--- src/core/pfs_pkg.sv ---
// constants and types of the program flash self-programmer
package pfs_pkg;
   localparam int ADDR_W   = 4;
   localparam int DATA_W   = 8;
   localparam int PTR_W    = 22;
   localparam int HOLD_N   = 8;
   localparam int TMR_W    = 18;
   localparam int ROW_LSB  = 6;
   localparam int BLK_LSB  = 3;

   localparam logic [ADDR_W-1:0] OFS_PTR_LO = 4'h0;
   localparam logic [ADDR_W-1:0] OFS_PTR_HI = 4'h1;
   localparam logic [ADDR_W-1:0] OFS_PTR_UP = 4'h2;
   localparam logic [ADDR_W-1:0] OFS_LATCH  = 4'h3;
   localparam logic [ADDR_W-1:0] OFS_CTRL   = 4'h4;
   localparam logic [ADDR_W-1:0] OFS_UNLOCK = 4'h5;
   localparam logic [ADDR_W-1:0] OFS_OP     = 4'h6;
   localparam logic [ADDR_W-1:0] OFS_STATUS = 4'h7;

   localparam int CB_PGM   = 7;
   localparam int CB_CFG   = 6;
   localparam int CB_ERASE = 4;
   localparam int CB_WERR  = 3;
   localparam int CB_WRITE_ENABLE_BIT  = 2;
   localparam int CB_START = 1;
   localparam int SB_DONE  = 0;
   localparam int SB_BUSY  = 1;
   localparam int OB_WRITE = 2;

   localparam logic [1:0] OP_KEEP    = 2'h0;
   localparam logic [1:0] OP_POSTINC = 2'h1;
   localparam logic [1:0] OP_POSTDEC = 2'h2;
   localparam logic [1:0] OP_PREINC  = 2'h3;

   localparam logic [1:0] UNL_NONE = 2'h0;
   localparam logic [1:0] UNL_KEY1 = 2'h1;
   localparam logic [1:0] UNL_OPEN = 2'h2;

   localparam logic [DATA_W-1:0] UNLOCK_KEY1  = 8'h55;
   localparam logic [DATA_W-1:0] UNLOCK_KEY2  = 8'hAA;
   localparam logic [DATA_W-1:0] HOLD_ERASED  = 8'hFF;

   localparam int LONG_WRITE_US  = 2000;
   localparam int CLK_MHZ        = 100;
   localparam int LONG_WRITE_CYC = LONG_WRITE_US * CLK_MHZ;

   typedef logic [TMR_W-1:0] pfs_tmr_t;

   typedef enum logic [2:0] {
      ST_IDLE = 3'b001,
      ST_READ = 3'b010,
      ST_LONG = 3'b100
   } pfs_state_t;

   typedef struct packed {
      logic              wr;
      logic              rd;
      logic [ADDR_W-1:0] addr;
      logic [DATA_W-1:0] wdata;
   } pfs_bus_t;

   typedef struct packed {
      logic                    rd;
      logic                    erase;
      logic                    prog;
      logic [PTR_W-1:0]        addr;
      logic [HOLD_N*8-1:0]     wdata;
   } pfs_flreq_t;

   typedef struct packed {
      pfs_state_t                    fsm;
      logic [PTR_W-1:0]              ptr;
      logic [DATA_W-1:0]             latch;
      logic                          pgm_sel;
      logic                          cfg_sel;
      logic                          erase_sel;
      logic                          wr_en;
      logic                          start;
      logic [1:0]                    unlock;
      logic                          done;
      logic                          rd_odd;
      logic                          stall;
      pfs_tmr_t                      timer;
      logic [HOLD_N-1:0][DATA_W-1:0] hold;
      logic [DATA_W-1:0]             rdata;
      pfs_flreq_t                    flreq;
   } pfs_core_t;

   typedef struct packed {
      logic err;
      logic busy_mark;
   } pfs_keep_t;

   localparam pfs_core_t CORE_RST = '{
      fsm: ST_IDLE, ptr: '0, latch: '0, pgm_sel: 1'b0, cfg_sel: 1'b0,
      erase_sel: 1'b0, wr_en: 1'b0, start: 1'b0, unlock: UNL_NONE, done: 1'b0,
      rd_odd: 1'b0, stall: 1'b0, timer: '0, hold: {HOLD_N{HOLD_ERASED}},
      rdata: '0, flreq: '0};
endpackage

--- src/core/pfs_sync2.sv ---
// reset synchroniser: asserts at once, releases after two clock edges
`timescale 1ns/1ps
module pfs_sync2 (
   input  wire logic CLK,
   input  wire logic ARST_N,
   output logic      RST_N_OUT
);
   logic [1:0] sync_r;

   always_ff @(posedge CLK or negedge ARST_N) begin
      if (!ARST_N) begin
         sync_r <= 2'h0;
      end else begin
         sync_r <= {sync_r[0], 1'b1};
      end
   end

   assign RST_N_OUT = sync_r[1];
endmodule

--- src/core/pfs_top.sv ---
// program flash self-programmer: table read/write, row erase, block program
//
// Contract
// - table read fetches one byte into latch
// - pointer bit zero picks high or low byte
// - table read may step the pointer
// - erase always clears a whole 64-byte row
// - erase row from pointer bits 21:6
// - long write halts the processor until timer ends
// - long write lasts about 2 ms
// - programming writes 8-byte blocks from holding registers
// - table write only fills a holding register
// - reset during long write sets write error; a power-on reset (POR_N) clears it instead
// - start bit set-only, hardware clears at end
// - completion raises done flag, software clears
// - pointer bits 2:0 pick holding register
// - erase select makes start do row erase
`timescale 1ns/1ps
module pfs_top #(
   parameter int unsigned LONG_CYC = pfs_pkg::LONG_WRITE_CYC
) (
   input  wire logic               MCLK,
   input  wire logic               RESET_N,
   input  wire logic               POR_N,
   input  wire pfs_pkg::pfs_bus_t  BUS,
   output logic [7:0]              RDATA,
   input  wire logic [15:0]        FL_RDATA,
   output pfs_pkg::pfs_flreq_t     FL_REQ,
   output logic                    CPU_STALL,
   output logic                    NVM_DONE_FLAG,
   output logic                    WRITE_ERROR_FLAG
);
   localparam pfs_pkg::pfs_tmr_t LONG_LAST = pfs_pkg::pfs_tmr_t'(LONG_CYC - 1);

   pfs_pkg::pfs_core_t core_r;
   pfs_pkg::pfs_core_t core_nxt;
   pfs_pkg::pfs_keep_t keep_r;
   pfs_pkg::pfs_keep_t keep_nxt;
   logic               sys_rst_n;
   logic               por_rst_n;
   logic               op_go;
   logic               long_go;
   logic               long_end;
   logic               err_clr;
   logic [21:0]        eff_ptr;

   pfs_sync2 u_sys_sync (
      .CLK       (MCLK),
      .ARST_N    (RESET_N & POR_N),
      .RST_N_OUT (sys_rst_n)
   );

   pfs_sync2 u_por_sync (
      .CLK       (MCLK),
      .ARST_N    (POR_N),
      .RST_N_OUT (por_rst_n)
   );

   // step the low 21 bits of the pointer, bit 21 is kept
   function automatic logic [21:0] ptr_step(input logic [21:0] p, input logic dec);
      logic [20:0] low;
      low = dec ? (p[20:0] - 21'h1) : (p[20:0] + 21'h1);
      return {p[21], low};
   endfunction

   // pointer left behind by the access, for each step mode
   function automatic logic [21:0] ptr_after(input logic [21:0] p, input logic [1:0] mode);
      logic [21:0] r;
      unique case (mode)
         pfs_pkg::OP_KEEP:    r = p;
         pfs_pkg::OP_POSTINC: r = ptr_step(p, 1'b0);
         pfs_pkg::OP_POSTDEC: r = ptr_step(p, 1'b1);
         pfs_pkg::OP_PREINC:  r = ptr_step(p, 1'b0);
      endcase
      return r;
   endfunction

   always_comb begin
      core_nxt              = core_r;
      core_nxt.flreq.rd     = 1'b0;
      core_nxt.flreq.erase  = 1'b0;
      core_nxt.flreq.prog   = 1'b0;
      core_nxt.rdata        = 8'h00;
      op_go                 = 1'b0;
      long_go               = 1'b0;
      long_end              = 1'b0;
      err_clr               = 1'b0;
      eff_ptr               = (BUS.wdata[1:0] == pfs_pkg::OP_PREINC) ? ptr_step(core_r.ptr, 1'b0) : core_r.ptr;

      if (BUS.wr) begin
         if (BUS.addr != pfs_pkg::OFS_UNLOCK) begin
            core_nxt.unlock = pfs_pkg::UNL_NONE;
         end
         unique case (BUS.addr)
            pfs_pkg::OFS_PTR_LO: core_nxt.ptr[7:0]   = BUS.wdata;
            pfs_pkg::OFS_PTR_HI: core_nxt.ptr[15:8]  = BUS.wdata;
            pfs_pkg::OFS_PTR_UP: core_nxt.ptr[21:16] = BUS.wdata[5:0];
            pfs_pkg::OFS_LATCH:  core_nxt.latch      = BUS.wdata;
            pfs_pkg::OFS_UNLOCK: begin
               if (BUS.wdata == pfs_pkg::UNLOCK_KEY1) begin
                  core_nxt.unlock = pfs_pkg::UNL_KEY1;
               end else if (BUS.wdata == pfs_pkg::UNLOCK_KEY2 && core_r.unlock == pfs_pkg::UNL_KEY1) begin
                  core_nxt.unlock = pfs_pkg::UNL_OPEN;
               end else begin
                  core_nxt.unlock = pfs_pkg::UNL_NONE;
               end
            end
            pfs_pkg::OFS_CTRL: begin
               core_nxt.pgm_sel   = BUS.wdata[pfs_pkg::CB_PGM];
               core_nxt.cfg_sel   = BUS.wdata[pfs_pkg::CB_CFG];
               core_nxt.erase_sel = BUS.wdata[pfs_pkg::CB_ERASE];
               core_nxt.wr_en     = BUS.wdata[pfs_pkg::CB_WRITE_ENABLE_BIT];
               err_clr            = !BUS.wdata[pfs_pkg::CB_WERR];
               // start only from software writing one, right after the unlock pair
               if (BUS.wdata[pfs_pkg::CB_START] && !core_r.start && core_r.fsm == pfs_pkg::ST_IDLE
                   && core_r.unlock == pfs_pkg::UNL_OPEN
                   && BUS.wdata[pfs_pkg::CB_PGM] && !BUS.wdata[pfs_pkg::CB_CFG]
                   && BUS.wdata[pfs_pkg::CB_WRITE_ENABLE_BIT]) begin
                  long_go = 1'b1;
               end
            end
            pfs_pkg::OFS_STATUS: begin
               if (BUS.wdata[pfs_pkg::SB_DONE]) begin
                  core_nxt.done = 1'b0;
               end
            end
            pfs_pkg::OFS_OP: op_go = (core_r.fsm == pfs_pkg::ST_IDLE);
            default: ;
         endcase
      end

      if (BUS.rd) begin
         unique case (BUS.addr)
            pfs_pkg::OFS_PTR_LO: core_nxt.rdata = core_r.ptr[7:0];
            pfs_pkg::OFS_PTR_HI: core_nxt.rdata = core_r.ptr[15:8];
            pfs_pkg::OFS_PTR_UP: core_nxt.rdata = {2'h0, core_r.ptr[21:16]};
            pfs_pkg::OFS_LATCH:  core_nxt.rdata = core_r.latch;
            pfs_pkg::OFS_CTRL:   core_nxt.rdata = {core_r.pgm_sel, core_r.cfg_sel, 1'b0, core_r.erase_sel,
                                                   keep_r.err, core_r.wr_en, core_r.start, 1'b0};
            pfs_pkg::OFS_STATUS: core_nxt.rdata = {6'h00, core_r.stall, core_r.done};
            default:             core_nxt.rdata = 8'h00;
         endcase
      end

      if (op_go) begin
         core_nxt.ptr = ptr_after(core_r.ptr, BUS.wdata[1:0]);
         if (BUS.wdata[pfs_pkg::OB_WRITE]) begin
            core_nxt.hold[eff_ptr[2:0]] = core_r.latch;
         end else begin
            core_nxt.fsm         = pfs_pkg::ST_READ;
            core_nxt.flreq.rd    = 1'b1;
            core_nxt.flreq.addr  = {eff_ptr[21:1], 1'b0};
            core_nxt.rd_odd      = eff_ptr[0];
         end
      end

      if (long_go) begin
         core_nxt.fsm    = pfs_pkg::ST_LONG;
         core_nxt.start  = 1'b1;
         core_nxt.stall  = 1'b1;
         core_nxt.timer  = '0;
         if (BUS.wdata[pfs_pkg::CB_ERASE]) begin
            core_nxt.flreq.erase = 1'b1;
            core_nxt.flreq.addr  = {core_r.ptr[21:pfs_pkg::ROW_LSB], 6'h00};
         end else begin
            core_nxt.flreq.prog  = 1'b1;
            core_nxt.flreq.addr  = {core_r.ptr[21:pfs_pkg::BLK_LSB], 3'h0};
            core_nxt.flreq.wdata = core_r.hold;
         end
      end

      unique case (core_r.fsm)
         pfs_pkg::ST_IDLE: ;
         pfs_pkg::ST_READ: begin
            core_nxt.latch = core_r.rd_odd ? FL_RDATA[15:8] : FL_RDATA[7:0];
            core_nxt.fsm   = pfs_pkg::ST_IDLE;
         end
         pfs_pkg::ST_LONG: begin
            core_nxt.timer = core_r.timer + pfs_pkg::pfs_tmr_t'(1);
            if (core_r.timer == LONG_LAST) begin
               long_end       = 1'b1;
               core_nxt.fsm   = pfs_pkg::ST_IDLE;
               core_nxt.stall = 1'b0;
               core_nxt.start = 1'b0;
               core_nxt.done  = 1'b1;
               core_nxt.hold  = {pfs_pkg::HOLD_N{pfs_pkg::HOLD_ERASED}};
            end
         end
         default: core_nxt.fsm = pfs_pkg::ST_IDLE;
      endcase
   end

   always_ff @(posedge MCLK or negedge sys_rst_n) begin
      if (!sys_rst_n) begin
         core_r <= pfs_pkg::CORE_RST;
      end else begin
         core_r <= core_nxt;
      end
   end

   // survives the system reset so a cut-short long write can be reported
   always_comb begin
      keep_nxt = keep_r;
      if (!sys_rst_n) begin
         if (keep_r.busy_mark) begin
            keep_nxt.err = 1'b1;
         end
         keep_nxt.busy_mark = 1'b0;
      end else begin
         if (err_clr) begin
            keep_nxt.err = 1'b0;
         end
         if (long_go) begin
            keep_nxt.busy_mark = 1'b1;
         end else if (long_end) begin
            keep_nxt.busy_mark = 1'b0;
         end
      end
   end

   always_ff @(posedge MCLK or negedge por_rst_n) begin
      if (!por_rst_n) begin
         keep_r <= '0;
      end else begin
         keep_r <= keep_nxt;
      end
   end

   assign RDATA            = core_r.rdata;
   assign FL_REQ           = core_r.flreq;
   assign CPU_STALL        = core_r.stall;
   assign NVM_DONE_FLAG    = core_r.done;
   assign WRITE_ERROR_FLAG = keep_r.err;
endmodule

--- config.mk ---
export PLATFORM = sky130hd
export DESIGN_NAME = pfs_top
export DESIGN_NICKNAME = d
export VERILOG_FILES = /design/src/core/pfs_pkg.sv /design/src/core/pfs_sync2.sv /design/src/core/pfs_top.sv
export SDC_FILE = /design/constraint.sdc
export NUM_CORES = 1
export LEC_CHECK = 0
export ABC_AREA = 1
export BUFFER_PORTS_ARGS = -buffer_cell sky130_fd_sc_hd__buf_2
export CORE_MARGIN = 1.5
export CORE_UTILIZATION = 40
export CTS_BUF_LIST = sky130_fd_sc_hd__clkbuf_4 sky130_fd_sc_hd__clkbuf_8
export DETAILED_ROUTE_END_ITERATION = 16
export GPL_ROUTABILITY_DRIVEN = 1
export PLACE_DENSITY = 0.65
export SLEW_MARGIN = 20
export SYNTH_ARGS = -nofsm -noshare
export SYNTH_HDL_FRONTEND = slang
export SYNTH_SLANG_ARGS = --single-unit
export TNS_END_PERCENT = 20
--- constraint.sdc ---
create_clock -name MCLK -period 17.3 [get_ports MCLK]
set_input_delay 1.73 -clock MCLK [delete_from_list [all_inputs] [get_ports MCLK]]
set_output_delay 1.73 -clock MCLK [all_outputs]
set_load 0.01 [all_outputs]
=== Word level (Yosys, flattened, before mapping) ===
Cells that the tools add are included.

* Register bits after elaboration: 228
* Input bits: 33
* Output and inout port bits: 100
* Word-level logic and storage cells: 163

* $add $sub $neg: 3
* $lt $le $gt $ge: 2
* Equal/unequal tests: 25
* Multiplexer cells: 61
* Bitwise logic cells: 3
* Reduce and logical (&&, ||, !) cells: 35

{| class="wikitable"
|+ Operator list
! operator !! number
|-
| two-way mux 64 bit || 4
|-
| two-way mux 88 bit || 1
|-
| two-way mux 83 bit || 1
|-
| bitwise mux 64 bit || 1
|-
| two-way mux 8 bit || 7
|-
| one-hot mux 8 bit (6 select lines) || 1
|-
| two-way mux 22 bit || 2
|-
| one-hot mux 21 bit (2 select lines) || 1
|-
| two-way mux 34 bit || 1
|-
| two-way mux 1 bit || 26
|-
| two-way mux 25 bit || 1
|-
| demux 8 bit (select 3 bit) || 1
|-
| adder 21 x 1 -> 21 bit, second input constant || 1
|-
| two-way mux 21 bit || 1
|-
| subtractor 21 x 1 -> 21 bit, second input constant || 1
|-
| nonzero test 2 bit || 10
|-
| two-way mux 19 bit || 1
|-
| adder 18 x 1 -> 18 bit, second input constant || 1
|-
| == test 18 bit, second input constant || 1
|-
| == test 4 x 3 -> 1 bit, second input constant || 4
|-
| AND reduction 2 bit || 7
|-
| two-way mux 6 bit || 2
|-
| two-way mux 2 bit || 5
|-
| two-way mux 3 bit || 3
|-
| 26 further kinds || 45
|}

=== Depth between registers and ports, before layout ===
Gate-level depths: netlist of the first run.

* Word-level depth: 13
* Mapped depth: 12
* Gate-level depth less buffers: 12

=== Hierarchy ===
A second synthesis of the first run with hierarchy kept.

* Cell total of the unflattened synthesis: 1464
* Area total of the unflattened synthesis: 11897.7 µm²

{| class="wikitable"
|+ By module, submodules not included
! module !! instances !! cells each !! area each (µm²) !! seq. area each (µm²)
|-
| pfs_top || 1 || 1458 || 11790.1 || 5661.7
|-
| pfs_sync2 || 2 || 3 || 53.8 || 50.0
|}

=== Worst setup path after synthesis of the first run ===
OpenSTA, ideal clock, no wires.

* Path kind: register to register
* Start point: reg u_sys_sync.sync_r[1]
* End point: reg keep_r, in the netlist WRITE_ERROR_FLAG
* Setup time: 0.363 ns
* Data arrival time: 5.640 ns
* Data required time: 16.937 ns
* Slack: 11.297 ns
* Stages on the path, launching flop included: 4
* Buffers on the path: 0
* Period minus slack after synthesis: 6.003 ns
* Cells stage by stage: dfrtp_1 inv_1 a21oi_1 a31oi_1

* Longest elaborated chain between the ends: 2
* Elaborated cells between the ends (all ways): 4
* Those cells by class: 1 x eq/ne; 1 x mux; 2 x reduce/logical

{| class="wikitable"
|+ Ends and longest elaborated chain
! element !! line !! RTL
|-
| start: declaration || pfs_sync2.sv:8 || <nowiki>logic [1:0] sync_r;</nowiki>
|-
| start signal: assignment || pfs_sync2.sv:14 || <nowiki>sync_r <= {sync_r[0], 1'b1};</nowiki>
|-
| inequality test 2 bit (no line) / nonzero test 2 bit (equally long branches) || -- ||
|-
| AND reduction 2 bit (no line) || -- ||
|-
| end signal: assignment || pfs_top.sv:225 || <nowiki>keep_r <= keep_nxt;</nowiki>
|-
| end: declaration || pfs_top.sv:37 || <nowiki>pfs_pkg::pfs_keep_t keep_r;</nowiki>
|}

Several ways; a longest one is shown, not always the timed one.
A chain may end at the register's enable or synchronous reset.

=== Worst setup path after layout of the first run ===
* Start point: in BUS[13] (netlist name)
* End point: reg core_r, in the netlist FL_REQ[21]

* Longest elaborated chain between the ends: 2

{| class="wikitable"
|+ Ends and longest elaborated chain
! element !! line !! RTL
|-
| start: declaration || pfs_top.sv:25 || <nowiki>input wire pfs_pkg::pfs_bus_t BUS,</nowiki>
|-
| two-way mux 1 bit || pfs_top.sv:90 || <nowiki>if (BUS.wr) begin</nowiki>
|-
| AND reduction 2 bit (no line) || -- ||
|-
| end signal: assignment || pfs_top.sv:195 || <nowiki>core_r <= pfs_pkg::CORE_RST;</nowiki>
|-
| end signal: assignment || pfs_top.sv:197 || <nowiki>core_r <= core_nxt;</nowiki>
|-
| end: declaration || pfs_top.sv:35 || <nowiki>pfs_pkg::pfs_core_t core_r;</nowiki>
|}

No other way between the ends.

==> results_dict.tcl, run 1 <==
set metrics [dict create \
    outcome "finished, final reports clean" \
    cts_tree "built" \
    first_pass_iters 5 \
    insertion_delay_ns 0.56 \
    drc 0 \
    port_buffers 131 \
    regArea_um2 5770 \
    powerDensity_nw_per_um2 115 \
    tightest_slew_ns 0.953 \
    skew_ns 0.0346 \
    slew-limit-headroom 0.364 \
    die_w_um 175 \
    period_share 0.214 \
    dpl.hpwl_um 21100 \
    clockBufferDepth 3 \
    die-area_um2 30700 \
    critPathKind "primary input to flop" \
    dpl.cell_count 1801 \
    worstPathArrival_ns 4.11 \
    ctsHoldBuffers 0 \
    ctsResizeCount 0 \
    drive_gt1_frac 0.211 \
    num_vias 9659 \
    cap_violations 0 \
    cts_max_level 2 \
    finalSetupViolations 0 \
    synth_edf_count 0 \
    cts_buffers 41 \
    ant_nets 0 \
    finalWirelength_um 30900 \
    wl_per_cell_um 16.5 \
    drv_slew 0 \
    die_h_um 175 \
    synthTopCellsByArea "dfrtp_1 (34%), dfstp_2 (14%), nand2_1 (14%), buf_4 (6.5%), o211ai_1 (5.2%)" \
    core_area_um2 28900 \
    multi_input_area_um2 4610 \
    finalCoreUtilization 0.446 \
    antenna_found_initial 0 \
    yosysMostFrequentCell "nand2_1" \
    syn_avg_cell_area_um2 8.26 \
    rsz0062_at_grt "no" \
    initial_core_util 0.410 \
    hold_path_class "flop to async pin" \
    syn_area_um2 11900 \
    netlist.area_leader.share 0.342 \
    netlist_instances 1435 \
    rows 62 \
    grt_pass1_wl_um 50000 \
    p_leak_nw 6.76 \
    worst_setup_path_end_kind "flop" \
    layoutNonFillerInstCount 1876 \
    grt_pass1_vias 9376 \
    yosys.area.top_type "dfrtp_1" \
    whs_ns 0.0539 \
    grt_use_total 0.204 \
    via_per_inst 5.15 \
    synthTopCellsByCount "nand2_1 (444), dfrtp_1 (162), nor2_1 (123), buf_4 (102), inv_1 (89)" \
    clock.fmax_ghz 0.270 \
    n_antenna_cell 0 \
    fin_crit_ns 3.71 \
    area_delta_synth_final_pct 8.87 \
    drtIter0Drc 855 \
    grt_max_degree 74 \
    synth-seq-cells 227 \
    synth.distinct_cells 46 \
    io_pins 133 \
    fin_setup_tns_ns 0 \
    power.total_mw 1.48 \
    ys_seq_area_frac 0.486 \
    clockRootBuffer "clkbuf_8" \
    ir_drop_mv 0.0500 \
    grt_overflow 0 \
    synthArstFlopShare 1.00 \
    post_cts_buffers 0 \
    cp-start-kind "primary input" \
    finalHoldViolations 0 \
    path_clk_slew_ns 0.06 \
    path_max_fanout 64 \
    place.gp.congestion 0.926 \
    cts.sinks 227 \
    crit_required_ns 17.71 \
    fin_nets 1496 \
    nFillCells 2914 \
    synth_flop_cell "dfrtp_1" \
    ys_warn_count 0 \
]
flip-flops by register name (all words and copies together) (netlist names):
register           flops
core_r               123
FL_REQ                88
RDATA                  8
u_por_sync.sync_r      2
u_sys_sync.sync_r      2
CPU_STALL              1
NVM_DONE_FLAG          1
WRITE_ERROR_FLAG       1
keep_r                 1
routing by layer:
| layer | global-route usage | vias to the layer above | share of wire |
|---|---|---|---|
| met1 | 0.282 | 4572 | 0.45 |
| met3 | 0.0372 | 74 | 0.066 |
| li1 | - | 4680 | - |
| met2 | 0.320 | 333 | 0.45 |
| met4 | 0.0716 | 0 | 0.028 |
| met5 | 0 | - | 0 |
cell families after synthesis:
logic type               count (synthesis)  synth area share
other                                    2          0.000634
AND/OR/NAND/NOR                        714             0.254
flip-flops                             227             0.486
XOR/XNOR                                13            0.0102
adder cells (fa/ha/maj)                  3           0.00317
buffers and inverters                  261             0.125
multiplexers                             9           0.00760
AO/OA/AOI/OAI                          206             0.114
cell usage in the layout, fill, tap and decap left out, types with 3 or more instances in the layout:
master    synthesis  final
nand4_1          24     24
inv_6             1      3
a22oi_1           3      3
o22ai_1          16     16
a31oi_1           5      5
nand2_4           6      6
clkinv_1          9      9
nand3_1          81     81
clkbuf_4          0     14
o211ai_1         82     82
nor2_2            4      4
conb_1            2      3
nand2_1         444    444
dfrtp_1         162    161
a211oi_1          5      5
a221oi_1          3      3
nor3_1           12     12
inv_2             5      4
nand2_2           9      9
dfstp_2          65     65
clkinv_2          1      4
nor2_1          123    123
buf_2            23    131
buf_4           102      6
mux2i_1           9      9
clkbuf_8          0     53
a21oi_1          32     32
nor4_1            3      3
inv_1            89     89
o21ai_1           5      5
o21ai_0          40     40
xor2_1           10     10
o221ai_1          8      8
ha_1              3      3
o21ai_2           3      3
path summary, 6_finish.rpt:
check	startpoint	to	slack [ns]	depth (start not counted)
max	BUS[13]	FL_REQ[21]	13.59	8
min	u_por_sync.sync_r[1]	WRITE_ERROR_FLAG	0.05	0
max reg2reg	core_r[219]	FL_REQ[21]	14.38	9
min reg2reg	u_por_sync.sync_r[1]	WRITE_ERROR_FLAG	0.05	0
max in group asynchronous	u_sys_sync.sync_r[1]	FL_REQ[19]	15.10	2
min in group MCLK	u_sys_sync.sync_r[0]	u_sys_sync.sync_r[1]	0.35	0
per-stage QoR:
step	setup WS [ns]	cell area, um^2
final	13.59	12900
after global routing	13.39	12900
after CTS	13.86	12900
after detailed placement	13.27	12000
after global placement	13.35	12000
after floorplan	10.70	11900
critical path: stages:
cell,delay (ns)
buf_2,0.28
nand2_1,0.19
nor2_1,0.22
nand2_2,0.36
nor2_4,0.21
clkinv_2,0.72
nand2_1,0.26
nand2_1,0.07
power by group:
part	internal, mW	switching [mW]
logic	0.0802	0.166
clock network	0.337	0.229
registers	0.604	0.0615
area by class of cell:
type | count | area share
Tap cell | 384 | 0.0372
Inverter | 105 | 0.0311
Clock inverter | 8 | 0.00824
Sequential cell | 227 | 0.447
Multi-Input combinational cell | 948 | 0.357
Timing Repair Buffer | 137 | 0.0543
Clock buffer | 67 | 0.0647
(Power assumes the default switching activity.)
==> inputs of run 2 (changes only) <==
ABC_AREA = 0   (was 1)
PLACE_DENSITY = 0.67   (was 0.65)
clock period = 3.4 ns   (was 17.3 ns; I/O delays follow)
==> results_dict.tcl, run 2 <==
set metrics [dict create \
    synth_edf_count 0 \
    yosys.area.top_type "dfrtp_1" \
    synth-compound-area-share 0.120 \
    core_area_um2 29000 \
    dpl.hpwl_um 21500 \
    synthTopCellsByCount "dfrtp_1 (162), nand2_1 (136), buf_4 (98), mux2i_1 (83), mux2_2 (74)" \
    period_share 0.817 \
    regMostFlops "core_r" \
    synth.distinct_cells 81 \
    powerDensity_nw_per_um2 556 \
    hold_path_class "flop to async pin" \
    die_h_um 176 \
    port_buffers 131 \
    grt_overflow 0 \
    rsz0062_at_grt "no" \
    crit_chain "ha_1 > nand3_1 > or3_4 > a2111oi_4 > mux2i_1 > nand2_1" \
    max_stage_delay_ns 0.79 \
    cts.sinks 227 \
    outcome "finished, final reports clean" \
    area_delta_synth_final_pct 9.74 \
    netlist.area_leader.share 0.340 \
    grt_pass1_wl_um 49300 \
    num_vias 8770 \
    via_per_inst 5.60 \
    ys_warn_count 0 \
    insertion_delay_ns 0.56 \
    slew-limit-headroom 0.376 \
    syn_avg_cell_area_um2 10.6 \
    cts_buffers 40 \
    initial_core_util 0.411 \
    yosysMostFrequentCell "dfrtp_1" \
    synthSimpleGateAreaFrac 0.144 \
    path_clk_slew_ns 0.06 \
    skew_ns 0.0247 \
    drtIter0Drc 763 \
    worstPathArrival_ns 3.23 \
    path_max_fanout 16 \
    synthXorXnorAreaFrac 0.0118 \
    largest_register_ffs 123 \
    path_buf_inv 0 \
    dpl.cell_count 1490 \
    layoutNonFillerInstCount 1566 \
    place.gp.congestion 0.913 \
    synth_top_family_by_area "simple AND/OR/NAND/NOR gates" \
    ctsResizeCount 0 \
    wl_per_cell_um 20.1 \
    fin_crit_ns 2.78 \
    finalHoldViolations 0 \
    synth-seq-cells 227 \
    rows 62 \
    clockBufferDepth 3 \
    die-area_um2 30800 \
    first_pass_iters 6 \
    synthTopCellsByArea "dfrtp_1 (34%), dfstp_2 (14%), mux2_2 (7.0%), mux2i_1 (7.0%), buf_4 (6.2%)" \
    finalCoreUtilization 0.450 \
    tightest_slew_ns 0.931 \
    drv_slew 0 \
    grt_max_degree 117 \
    cp_top_family "compound AO/OA/AOI/OAI gates" \
    finalSetupViolations 0 \
    final_cell_mix "dfrtp_1 (161), nand2_1 (136), buf_2 (131)" \
    nFillCells 2755 \
    worst_setup_path_end_kind "flop" \
    grt_pass1_vias 8512 \
    netlist_instances 1126 \
    syn_area_um2 11900 \
    drc 0 \
    cpMaxStageDelayCell "a2111oi_4" \
    antenna_found_initial 2 \
    p_leak_nw 6.17 \
    synthArstFlopShare 1.00 \
    ys_seq_area_frac 0.484 \
    crit_required_ns 3.86 \
    cap_violations 0 \
    whs_ns 0.0779 \
    clockRootBuffer "clkbuf_8" \
    synthMuxAreaShare 0.142 \
    fin_setup_tns_ns 0 \
    drive_gt1_frac 0.331 \
    regArea_um2 5770 \
    multi_input_area_um2 5040 \
    mostFrequentLayoutCell "dfrtp_1" \
    fin_nets 1186 \
    synth_flop_cell "dfrtp_1" \
    ant_nets 0 \
    clock.fmax_ghz 0.360 \
    finalWirelength_um 31500 \
    ir_drop_mv 0.302 \
    io_pins 133 \
    cts_max_level 2 \
    synthAdderAreaFrac 0.00315 \
    die_w_um 176 \
    critPathKind "flop to flop" \
    cp-start-kind "flop" \
    cts_tree "built" \
    grt_use_total 0.206 \
]
[run 2: cell count changes after synthesis, sizes merged, moves of 12 or more]
cell	change
nor2	-81
mux2i	+74
clkbuf	+26
mux2	+74
nand2	-323
nand3	-48
and3	+17
inv	-79
a31oi	+12
o22a	+14
o211ai	-78
[run 2: path summary, 6_finish.rpt]
path	cells after the start	startpoint	end	slack, ns
max reg2reg	6	core_r[197]	core_r[152]	0.62
max in group asynchronous	1	u_sys_sync.sync_r[1]	core_r[195]	2.01
max	6	core_r[197]	core_r[152]	0.62
min in group MCLK	2	BUS[12]	RDATA[5]	0.08
min reg2reg	0	u_por_sync.sync_r[1]	WRITE_ERROR_FLAG	0.08
min	0	u_por_sync.sync_r[1]	WRITE_ERROR_FLAG	0.08
[run 2: area by class of cell]
class                      count  area share
sequential                   227       0.441
multi-input combinational    711       0.385
inverter                      17     0.00488
clock inverter                 5     0.00354
tap                          384      0.0368
timing repair buffer         153      0.0651
antenna                        1    0.000191
clock buffer                  68      0.0630
[run 2: metrics by stage]
step                setup WS (ns)  cell area (um^2)  total power, mW
floorplan                   0.881             11900             4.21
global placement            0.737             12200             4.57
detailed placement          0.619             12200             4.59
CTS                         0.625             13100             7.33
global route                0.420             13100             7.61
finish                      0.624             13100             7.26
[run 2: cell families after synthesis]
logic type	after synthesis
AOI/OAI and AO/OA	194
xor gates and xnor gates	16
adders and majority gates	3
buffers and inverters	189
DFF	227
muxes	158
other	2
and+or+nand+nor	337
[run 2: worst reg2reg max path: cells and delay by family (launching register included)]
family | cells | cell delay (ns)
compound gates | 1 | 0.79
fa+ha+maj | 1 | 0.37
flops | 1 | 0.65
mux | 1 | 0.27
simple gates | 3 | 0.61
[run 2: report_power, final]
part / total [mW] / switching, mW / internal [mW]
Clock: 2.70 / 1.16 / 1.54
Combinational: 0.974 / 0.542 / 0.433
Sequential: 3.59 / 0.534 / 3.05
[run 2: routing by layer]
| layer | GRT usage | vias up | wire (um) |
|---|---|---|---|
| met2 | 0.312 | 363 | 14100 |
| met4 | 0.0812 | 0 | 1060 |
| li1 | - | 4000 | - |
| met1 | 0.287 | 4338 | 14000 |
| met3 | 0.0459 | 69 | 2340 |
| met5 | 0 | - | 0 |
[run 2: what timing repair did]
action / in CTS / in global routing
hold buffers: 2 / 0
endpoints found under the hold margin: 4 / 0
buffers inserted: 0 / 0
==> inputs of run 3 (changes only) <==
PLACE_DENSITY = 0.65   (was 0.67)
clock period = 2.61 ns   (was 3.4 ns; I/O delays follow)
==> results_dict.tcl, run 3 (same netlist as run 2, synthesis figures left out) <==
set metrics [dict create \
    fin_setup_tns_ns 0 \
    core_area_um2 29000 \
    drc 0 \
    largest_register_ffs 123 \
    skew_ns 0.0338 \
    die_h_um 176 \
    die_w_um 176 \
    crit_required_ns 3.08 \
    cts_buffers 41 \
    path_clk_slew_ns 0.06 \
    rsz0062_at_grt "no" \
    cpMaxStageDelayCell "or4bb_1" \
    finalHoldViolations 0 \
    drv_slew 0 \
    nFillCells 2754 \
    n_antenna_cell 0 \
    critPathKind "flop to flop" \
    hold_path_class "flop to async pin" \
    grt_pass1_wl_um 49900 \
    clockRootBuffer "clkbuf_8" \
    finalWirelength_um 31700 \
    wl_per_cell_um 19.7 \
    ir_drop_mv 0.399 \
    cts_tree "built" \
    cts.sinks 227 \
    drtIter0Drc 803 \
    clockBufferDepth 3 \
    post_cts_buffers 0 \
    rows 62 \
    crit_chain "buf_4 > ha_1 > or4bb_1 > a21boi_1 > o2111ai_4 > mux2i_1 > nand2_1" \
    finalSetupViolations 0 \
    area_delta_synth_final_pct 13.4 \
    fin_crit_ns 2.46 \
    powerDensity_nw_per_um2 717 \
    grt_pass1_vias 8579 \
    cap_violations 0 \
    io_pins 133 \
    insertion_delay_ns 0.57 \
    grt_max_degree 114 \
    first_pass_iters 5 \
    final_cell_mix "dfrtp_1 (161), nand2_1 (136), buf_2 (131)" \
    die-area_um2 30800 \
    via_per_inst 5.51 \
    num_vias 8870 \
    cts_max_level 2 \
    worst_setup_path_end_kind "flop" \
    regMostFlops "core_r" \
    port_buffers 131 \
    ant_nets 0 \
    fin_nets 1229 \
    drive_gt1_frac 0.353 \
    slew-limit-headroom 0.247 \
    dpl.hpwl_um 22100 \
    place.gp.congestion 0.932 \
    grt_overflow 0 \
    multi_input_area_um2 5040 \
    initial_core_util 0.411 \
    path_max_fanout 15 \
    cp-start-kind "flop" \
    max_stage_delay_ns 0.57 \
    p_leak_nw 6.42 \
    power.total_mw 9.69 \
    outcome "finished, final reports clean" \
    mostFrequentLayoutCell "dfrtp_1" \
    worstPathArrival_ns 2.93 \
    grt_use_total 0.207 \
    clock.fmax_ghz 0.407 \
    regArea_um2 5770 \
    period_share 0.942 \
    tightest_slew_ns 1.12 \
    antenna_found_initial 1 \
]
==> run 3: where the power goes <==
| part | switching [mW] | internal, mW | total, mW |
|---|---|---|---|
| clock network | 1.56 | 2.06 | 3.62 |
| logic | 0.853 | 0.661 | 1.51 |
| registers | 0.571 | 3.98 | 4.55 |
| total | 2.99 | 6.70 | 9.69 |
==> run 3: worst max-delay path, delay by kind of cell, from the launching register on <==
family	cells	cell delay [ns]
AO/OA/AOI/OAI	2	0.63
adder cells (fa/ha/maj)	1	0.30
buffers and inverters	1	0.19
flip-flops	1	0.38
multiplexers	1	0.25
AND/OR/NAND/NOR	2	0.64
==> run 3: timing repair <==
item / 4_1_cts / 5_1_grt
endpoints found under the setup margin: 0 / 1
gates resized for setup: 0 / 1
hold endpoints to repair: 8 / 0
hold buffers: 4 / 0
==> run 3: metrics by stage <==
step                      area, um^2  hold WS (ns)  std cells  utilization  worst slack (ns)
after floorplan                11900       -0.0346       1127            -            0.0914
after global placement         12600        0.0455       1530        0.433             0.200
after detailed placement       12600        0.0428       1530        0.433             0.137
after CTS                      13500       0.00804       1609        0.465             0.125
after global routing           13500        0.0281       1609        0.465           0.00533
final                          13500        0.0227       1609        0.465             0.151
==> run 3: worst paths after layout <==
check                                   endpoint  slack, ns  cells past startpoint                 start
min in group MCLK                    core_r[195]       0.04                      3           FL_RDATA[6]
worst max register to register       core_r[160]       0.15                      7           core_r[197]
worst min register to register  WRITE_ERROR_FLAG       0.02                      0  u_por_sync.sync_r[1]
max in group asynchronous            core_r[125]       1.72                      1  u_sys_sync.sync_r[1]
worst min-delay path            WRITE_ERROR_FLAG       0.02                      0  u_por_sync.sync_r[1]
worst max-delay path                 core_r[160]       0.15                      7           core_r[197]
==> run 3: area by class of cell <==
type / count / share of cell area
sequential: 227 / 0.427
timing repair buffer: 195 / 0.0923
clock buffer: 59 / 0.0578
multi-input combinational: 711 / 0.373
tap: 384 / 0.0356
inverter: 17 / 0.00472
clock inverter: 16 / 0.00963
==> run 3: metal layers <==
layer / up-vias / GRT usage / part of all wire
met5: - / 0 / 0
met4: 0 / 0.0751 / 0.028
met3: 66 / 0.0348 / 0.063
met1: 4382 / 0.297 / 0.46
li1: 4089 / - / -
met2: 333 / 0.314 / 0.45
